## config.mk

```make
export PLATFORM = sky130hd
export DESIGN_NAME = frame_stats
export DESIGN_NICKNAME = d
export VERILOG_FILES = /design/src/hdl/stat_pkg.sv /design/src/hdl/frame_stats.sv /design/src/hdl/sat_counter.sv
export SDC_FILE = /design/constraint.sdc
export NUM_CORES = 1
export LEC_CHECK = 0
export BUFFER_PORTS_ARGS = -buffer_cell sky130_fd_sc_hd__buf_2
export CORE_UTILIZATION = 51
export CTS_CLUSTER_DIAMETER = 200
export DETAILED_ROUTE_END_ITERATION = 12
export PLACE_DENSITY_LB_ADDON = 0.1
export SYNTH_ARGS = -nofsm -noshare
export SYNTH_HDL_FRONTEND = slang
export SYNTH_SLANG_ARGS = --single-unit
```

## constraint.sdc

```tcl
create_clock -name hclk -period 2.1 [get_ports hclk]
set_input_delay 0.105 -clock hclk [delete_from_list [all_inputs] [get_ports hclk]]
set_output_delay 0.105 -clock hclk [all_outputs]
set_load 0.005 [all_outputs]
```

## src/hdl/stat_pkg.sv

```systemverilog
// Constants for the frame statistics counter block.
// Assumes a 32-bit AHB-Lite register bus and a single clock.
package stat_pkg;
   localparam logic [7:0] OFS_PAUSE_RX = 8'h00;
   localparam logic [7:0] OFS_TX_OK = 8'h04;
   localparam logic [7:0] OFS_NET_CTRL = 8'h08;
   localparam logic [7:0] OFS_NET_CFG = 8'h0C;
   localparam int CTRL_RX_EN_BIT = 2;
   localparam int CTRL_STAT_WR_BIT = 7;
   localparam int CFG_BIG_FRAME_BIT = 8;
   localparam logic [31:0] NET_CTRL_RESET = 32'h00000000;
   localparam logic [31:0] NET_CFG_RESET = 32'h00000000;
   localparam int PAUSE_CNT_W = 16;
   localparam int TX_CNT_W = 24;
   localparam logic [13:0] LEN_MIN = 14'h0040;
   localparam logic [13:0] LEN_MAX = 14'h05EE;
   localparam logic [13:0] LEN_MAX_BIG = 14'h0600;
   localparam logic [1:0] HTRANS_NONSEQ = 2'h2;
endpackage

```

## src/hdl/frame_stats.sv

```systemverilog
// Pause-received and transmit-ok statistics counters with AHB-Lite slave.
// Assumes frame status strobes from MAC paths on hclk, one per frame end.
// Operation
// - A 16-bit counter counts good received pause frames.
// - A good received frame is 64 to 1518 bytes long by default.
// - With configuration bit 8 set the upper limit becomes 1536 bytes.
// - Frames with FCS, alignment or symbol errors are not counted.
// - A 24-bit counter counts successfully transmitted frames.
// - A transmit succeeds only without underrun and excess retries.
// - Reading a counter returns its value and clears it to zero, unless a write to it takes effect in that cycle.
// - A counter sticks at all ones until it is read or written.
// - Receive counters step only while receive enable is set.
// - Counter writes take effect only while control bit 7 is set.
`timescale 1ns/1ps
module frame_stats
   import stat_pkg::*;
(
   input wire logic hclk,
   input wire logic hresetn,
   input wire logic hsel,
   input wire logic [31:0] haddr,
   input wire logic [1:0] htrans,
   input wire logic hwrite,
   input wire logic [2:0] hsize,
   input wire logic [31:0] hwdata,
   input wire logic hready,
   output logic [31:0] hrdata,
   output logic hreadyout,
   output logic hresp,
   input wire logic rx_frame_end,
   input wire logic rx_is_pause,
   input wire logic [13:0] rx_length,
   input wire logic rx_fcs_err,
   input wire logic rx_align_err,
   input wire logic rx_symbol_err,
   input wire logic tx_frame_end,
   input wire logic tx_underrun,
   input wire logic tx_retry_exceeded
);
   import stat_pkg::*;

   logic [31:0] net_ctrl_r;
   logic [31:0] net_cfg_r;
   logic wr_pend_r;
   logic [7:0] addr_r;
   logic [31:0] hrdata_r;
   logic rx_good_nxt;
   logic tx_good_nxt;
   logic pause_inc_r;
   logic tx_inc_r;
   logic [13:0] len_max;
   logic rd_pause;
   logic rd_tx;
   logic wr_stat;
   logic wr_pause;
   logic wr_tx;
   logic rd_take;
   logic [PAUSE_CNT_W-1:0] pause_cnt;
   logic [TX_CNT_W-1:0] tx_cnt;

   assign hreadyout = 1'b1;
   assign hresp = 1'b0;
   assign hrdata = hrdata_r;

   assign rd_take = hsel && hready && htrans[1] && !hwrite;
   assign rd_pause = rd_take && haddr[7:0] == OFS_PAUSE_RX;
   assign rd_tx = rd_take && haddr[7:0] == OFS_TX_OK;
   assign wr_stat = wr_pend_r && net_ctrl_r[CTRL_STAT_WR_BIT];
   assign wr_pause = wr_stat && addr_r == OFS_PAUSE_RX;
   assign wr_tx = wr_stat && addr_r == OFS_TX_OK;

   // Upper length limit by configuration
   always_comb
   begin
      if (net_cfg_r[CFG_BIG_FRAME_BIT])
         len_max = LEN_MAX_BIG;
      else
         len_max = LEN_MAX;
   end

   // Frame qualification
   always_comb
   begin
      rx_good_nxt = rx_frame_end && rx_is_pause
         && rx_length >= LEN_MIN && rx_length <= len_max
         && !rx_fcs_err && !rx_align_err && !rx_symbol_err
         && net_ctrl_r[CTRL_RX_EN_BIT];
      tx_good_nxt = tx_frame_end && !tx_underrun
         && !tx_retry_exceeded;
   end

   // Registered increment strobes
   always_ff @(posedge hclk or negedge hresetn)
   begin
      if (!hresetn)
      begin
         pause_inc_r <= 1'b0;
         tx_inc_r <= 1'b0;
      end
      else
      begin
         pause_inc_r <= rx_good_nxt;
         tx_inc_r <= tx_good_nxt;
      end
   end

   // Write address phase capture
   always_ff @(posedge hclk or negedge hresetn)
   begin
      if (!hresetn)
      begin
         wr_pend_r <= 1'b0;
         addr_r <= 8'h00;
      end
      else if (hready)
      begin
         wr_pend_r <= hsel && htrans[1] && hwrite;
         addr_r <= haddr[7:0];
      end
   end

   // Control and configuration registers
   always_ff @(posedge hclk or negedge hresetn)
   begin
      if (!hresetn)
      begin
         net_ctrl_r <= NET_CTRL_RESET;
         net_cfg_r <= NET_CFG_RESET;
      end
      else if (wr_pend_r)
      begin
         if (addr_r == OFS_NET_CTRL)
            net_ctrl_r <= hwdata;
         else if (addr_r == OFS_NET_CFG)
            net_cfg_r <= hwdata;
      end
   end

   // Read data, latched at address phase
   always_ff @(posedge hclk or negedge hresetn)
   begin
      if (!hresetn)
         hrdata_r <= 32'h00000000;
      else if (rd_take)
      begin
         if (haddr[7:0] == OFS_PAUSE_RX)
            hrdata_r <= {{(32-PAUSE_CNT_W){1'b0}}, pause_cnt};
         else if (haddr[7:0] == OFS_TX_OK)
            hrdata_r <= {{(32-TX_CNT_W){1'b0}}, tx_cnt};
         else if (haddr[7:0] == OFS_NET_CTRL)
            hrdata_r <= net_ctrl_r;
         else if (haddr[7:0] == OFS_NET_CFG)
            hrdata_r <= net_cfg_r;
         else
            hrdata_r <= 32'h00000000;
      end
   end

   sat_counter #(.WIDTH(PAUSE_CNT_W)) u_pause
   (
      .hclk(hclk),
      .hresetn(hresetn),
      .inc(pause_inc_r),
      .clr(rd_pause),
      .load(wr_pause),
      .load_val(hwdata[PAUSE_CNT_W-1:0]),
      .count(pause_cnt)
   );

   sat_counter #(.WIDTH(TX_CNT_W)) u_tx
   (
      .hclk(hclk),
      .hresetn(hresetn),
      .inc(tx_inc_r),
      .clr(rd_tx),
      .load(wr_tx),
      .load_val(hwdata[TX_CNT_W-1:0]),
      .count(tx_cnt)
   );
endmodule

```

## src/hdl/sat_counter.sv

```systemverilog
// Saturating counter that clears on a read and loads on a write.
// Assumes single-cycle inc, clr and load strobes from the same clock.
`timescale 1ns/1ps
module sat_counter
#(
   parameter int WIDTH = 16
)
(
   input wire logic hclk,
   input wire logic hresetn,
   input wire logic inc,
   input wire logic clr,
   input wire logic load,
   input wire logic [WIDTH-1:0] load_val,
   output logic [WIDTH-1:0] count
);
   logic [WIDTH-1:0] count_r;
   assign count = count_r;

   // Load wins, then read clear, then a saturating step
   always_ff @(posedge hclk or negedge hresetn)
   begin
      if (!hresetn)
         count_r <= '0;
      else if (load)
         count_r <= load_val;
      else if (clr)
         count_r <= '0;
      else if (inc && count_r != {WIDTH{1'b1}})
         count_r <= count_r + 1'b1;
   end
endmodule

```

==> metrics <==
clock-pin slew on the worst setup and hold paths 0.06 ns; full die area 15,400 um2; Die Y ~120 um; final antenna-violating net count 0; R2R Path Start addr_r[6]; Core ar. approximately 15,000 um2; crit path from addr_r[6]; Setup CP Type reg -> reg; Max-Cap Viols 0; Seq pwr share about two fifths; die width 124 um; Final nets 974; synthesized flop and latch total 147; final WL 19,600 um; htree depth 4; Peak VDD IR approximately 600 uV; syn avg cell area 11.2 um2; first-pass GRT wire length 30,600 um; layout cells sized above 1 34.3%; antenna cell count 0; Placement Rows 44; sw power ~0.0021 W; kind of end point of the critical path flip-flop; Netlist cell types 62; Gate power share approximately 16%; Synth Area in Compound Gates 12.7%; Final Max Tran Viols 0; Synth Instances 681; Residual DRC 0; RSZ-0062 raised after global routing false; DR vias about 6,100; pin count of the biggest net entering global routing 66; Final Critical Period 2.02 ns; GRT Overall Usage 26.3%; skew final 0.0122 ns; async set-or-reset flop fraction in the synthesized netlist 100%; root buffer cell clkbuf_16; simple-gate share of the synthesized area between 10 and 15%; layout filler cell count 1,116; Post-synth EDFFs 0; CP required 2.41 ns; final hold violation count 0; Leak 4.51 nW; WP data arrival approximately 2.3 ns; Clk Latency, worst-skew pair 0.43 ns; hold_sp rx_length[7]; vias in the first global route 6,104; clk buf depth 2; Synth top area share between 40 and 50%; sequential area share after synthesis 48.4%; top cells by area, synth dfrtp_1 48%, mux2_2 8.3%, mux2_4 5.9%; Synth Area in XOR/XNOR 3.00%; area grow syn2layout 29.2%; post-synthesis adder-cell area fraction 1.65%; PortBufs about 100; antenna violations before repair 0; Synthesized Nets just under 800; Switching Share 26.4%; CP max FO 11; Final Wtd Congestion 0.907; First-pass DRT Iterations 5; clock power share 42.2%; WHS 0.0523 ns; area of placed instances around 8600 um2; synthesized area between 7000 and 8000 um2; grt total ovfl 0; CP startpoint kind flip-flop; Final Setup Violations 0; IO Pins 130; Final Cell Area around 9800 um2; Synth area leader dfrtp_1; P per Cell Area around 800 nW/um2; fmax 494 MHz; CTS Sinks roughly 150; Synth Flop Type dfrtp_1; Initial Utilization around 52%; CTS tree built; multiplexer area fraction after synthesis 16.9%; Pint roughly 0.0057 W; largest family of logic cells by synthesized area multiplexers; worst min path class in -> reg; Ys Warns 0; Post-DP HPWL about 13,000 um; outcome completed; Vias/cell between 5 and 6; DRT iter0 DRCs 441; detailed-route wire length per cell ~18 um; Num CTS Buffers 17; fin crit share 96.4%
synthesized netlist by cell type (5+ instances only):
master	count
xnor2_1	8
a21oi_1	27
inv_1	8
mux2i_1	10
buf_4	5
ha_1	10
nand3_1	20
and3_1	7
mux2_1	9
a22oi_1	11
nand2_1	78
and4_1	5
clkbuf_1	12
o21ai_1	8
buf_6	9
mux2_2	56
a21o_1	11
a221o_1	17
xor2_1	18
nor2_1	21
dfrtp_1	147
o21ai_0	56
buf_2	6
nor3_1	16
nand4_1	12
mux2_4	30
worst max-delay path, cell delays in order (launching register included):
cell and delay, ns:
dfrtp_1 0.38, or4_4 0.63, nor4_4 0.25, nand2_2 0.11, buf_4 0.22, mux2_4 0.31
power by group through the flow:
| stage | Combinational [W] | Sequential (W) | Clock [W] |
|---|---|---|---|
| floorplan | 0.000646 | 0.00328 | 0 |
| global placement | 0.00111 | 0.00327 | 0 |
| detailed placement | 0.00115 | 0.00329 | 0 |
| CTS | 0.00122 | 0.00324 | 0.00334 |
| global route | 0.00139 | 0.00328 | 0.00346 |
| finish | 0.00126 | 0.00325 | 0.00329 |
layout by cell type (no fill, tap or decap), types with 5 or more instances in the layout:
| master | count |
|---|---|
| ha_1 | 9 |
| nand2_1 | 78 |
| mux2_2 | 56 |
| a21oi_1 | 26 |
| buf_4 | 47 |
| a22oi_1 | 11 |
| buf_6 | 5 |
| dlygate4sd3_1 | 47 |
| nor2_1 | 21 |
| mux2_1 | 9 |
| dfrtp_1 | 147 |
| inv_1 | 8 |
| buf_12 | 7 |
| a221o_1 | 17 |
| o21ai_0 | 55 |
| o21ai_1 | 9 |
| clkbuf_16 | 18 |
| buf_2 | 98 |
| xnor2_1 | 8 |
| mux2i_1 | 10 |
| xor2_1 | 18 |
| nand3_1 | 20 |
| nand4_1 | 12 |
| and3_1 | 7 |
| mux2_4 | 30 |
| a21o_1 | 11 |
| nor3_1 | 16 |
what timing repair did:
action,4_1_cts,5_1_grt
cloned,0,1
buffers inserted,2,4
hold buffers,47,0
pin swaps,1,3
hold endpoints to repair,142,0
endpoints found under the setup margin,1,30
resized for setup,0,15
metrics by stage:
stage	setup TNS (ns)	util, %	std cells	worst slack, ns	total power [W]
floorplan	0	-	681	0.0881	0.00393
global placement	0	58.9	979	0.0368	0.00438
detailed placement	-0.00321	58.9	979	-0.00321	0.00444
CTS	0	66.7	1060	0.0234	0.00780
global route	0	67.5	1065	0.00114	0.00812
finish	0	67.5	1065	0.0766	0.00780
flip-flops by register name, summed over array words and instances (netlist names):
| signal | flops |
|---|---|
| hrdata | 32 |
| net_cfg_r | 32 |
| tx_inc_r | 1 |
| net_ctrl_r | 32 |
| u_tx.count | 24 |
| u_pause.count | 16 |
| pause_inc_r | 1 |
| wr_pend_r | 1 |
| addr_r | 8 |
final timing paths:
kind	to	slack [ns]	cells past startpoint
setup / recovery	net_cfg_r[6]	0.08	5
hold / removal	pause_inc_r	0.05	3
setup reg to reg	net_cfg_r[6]	0.08	5
hold reg to reg	hrdata[17]	0.48	2
max in group asynchronous	net_cfg_r[8]	1.22	3
min in group asynchronous	hrdata[11]	0.16	2
layout make-up:
class                      instances  area (um2)  share of cell area, %
multi-input combinational        489        3700                   37.7
sequential                       147        3680                   37.5
timing repair buffer             205        1540                   15.6
clock buffer                      19         443                   4.51
tap                              184         230                   2.35
clock inverter                    13         199                   2.03
inverter                           8        30.0                  0.306
logic make-up (layout without fill, tap and decap cells):
group	count (synthesis)	count (layout)
fa+ha+maj	10	10
mux	105	105
simple gates	196	196
compound gates	150	150
other cells	2	2
xor+xnor	26	26
flops	147	147
buf+inv	45	245
per-layer routing:
metal / wire, um / global-route usage, % / part of all wire, % / vias to the layer above
met2: 9790 / 44.8 / 50 / 179
met1: 8690 / 33.9 / 44 / 3046
met5: 0 / 0 / 0 / -
met3: 930 / 5.63 / 4.7 / 14
li1: - / - / - / 2858
met4: 182 / 6.92 / 0.93 / 0
Power figures use the tool's default switching activity.
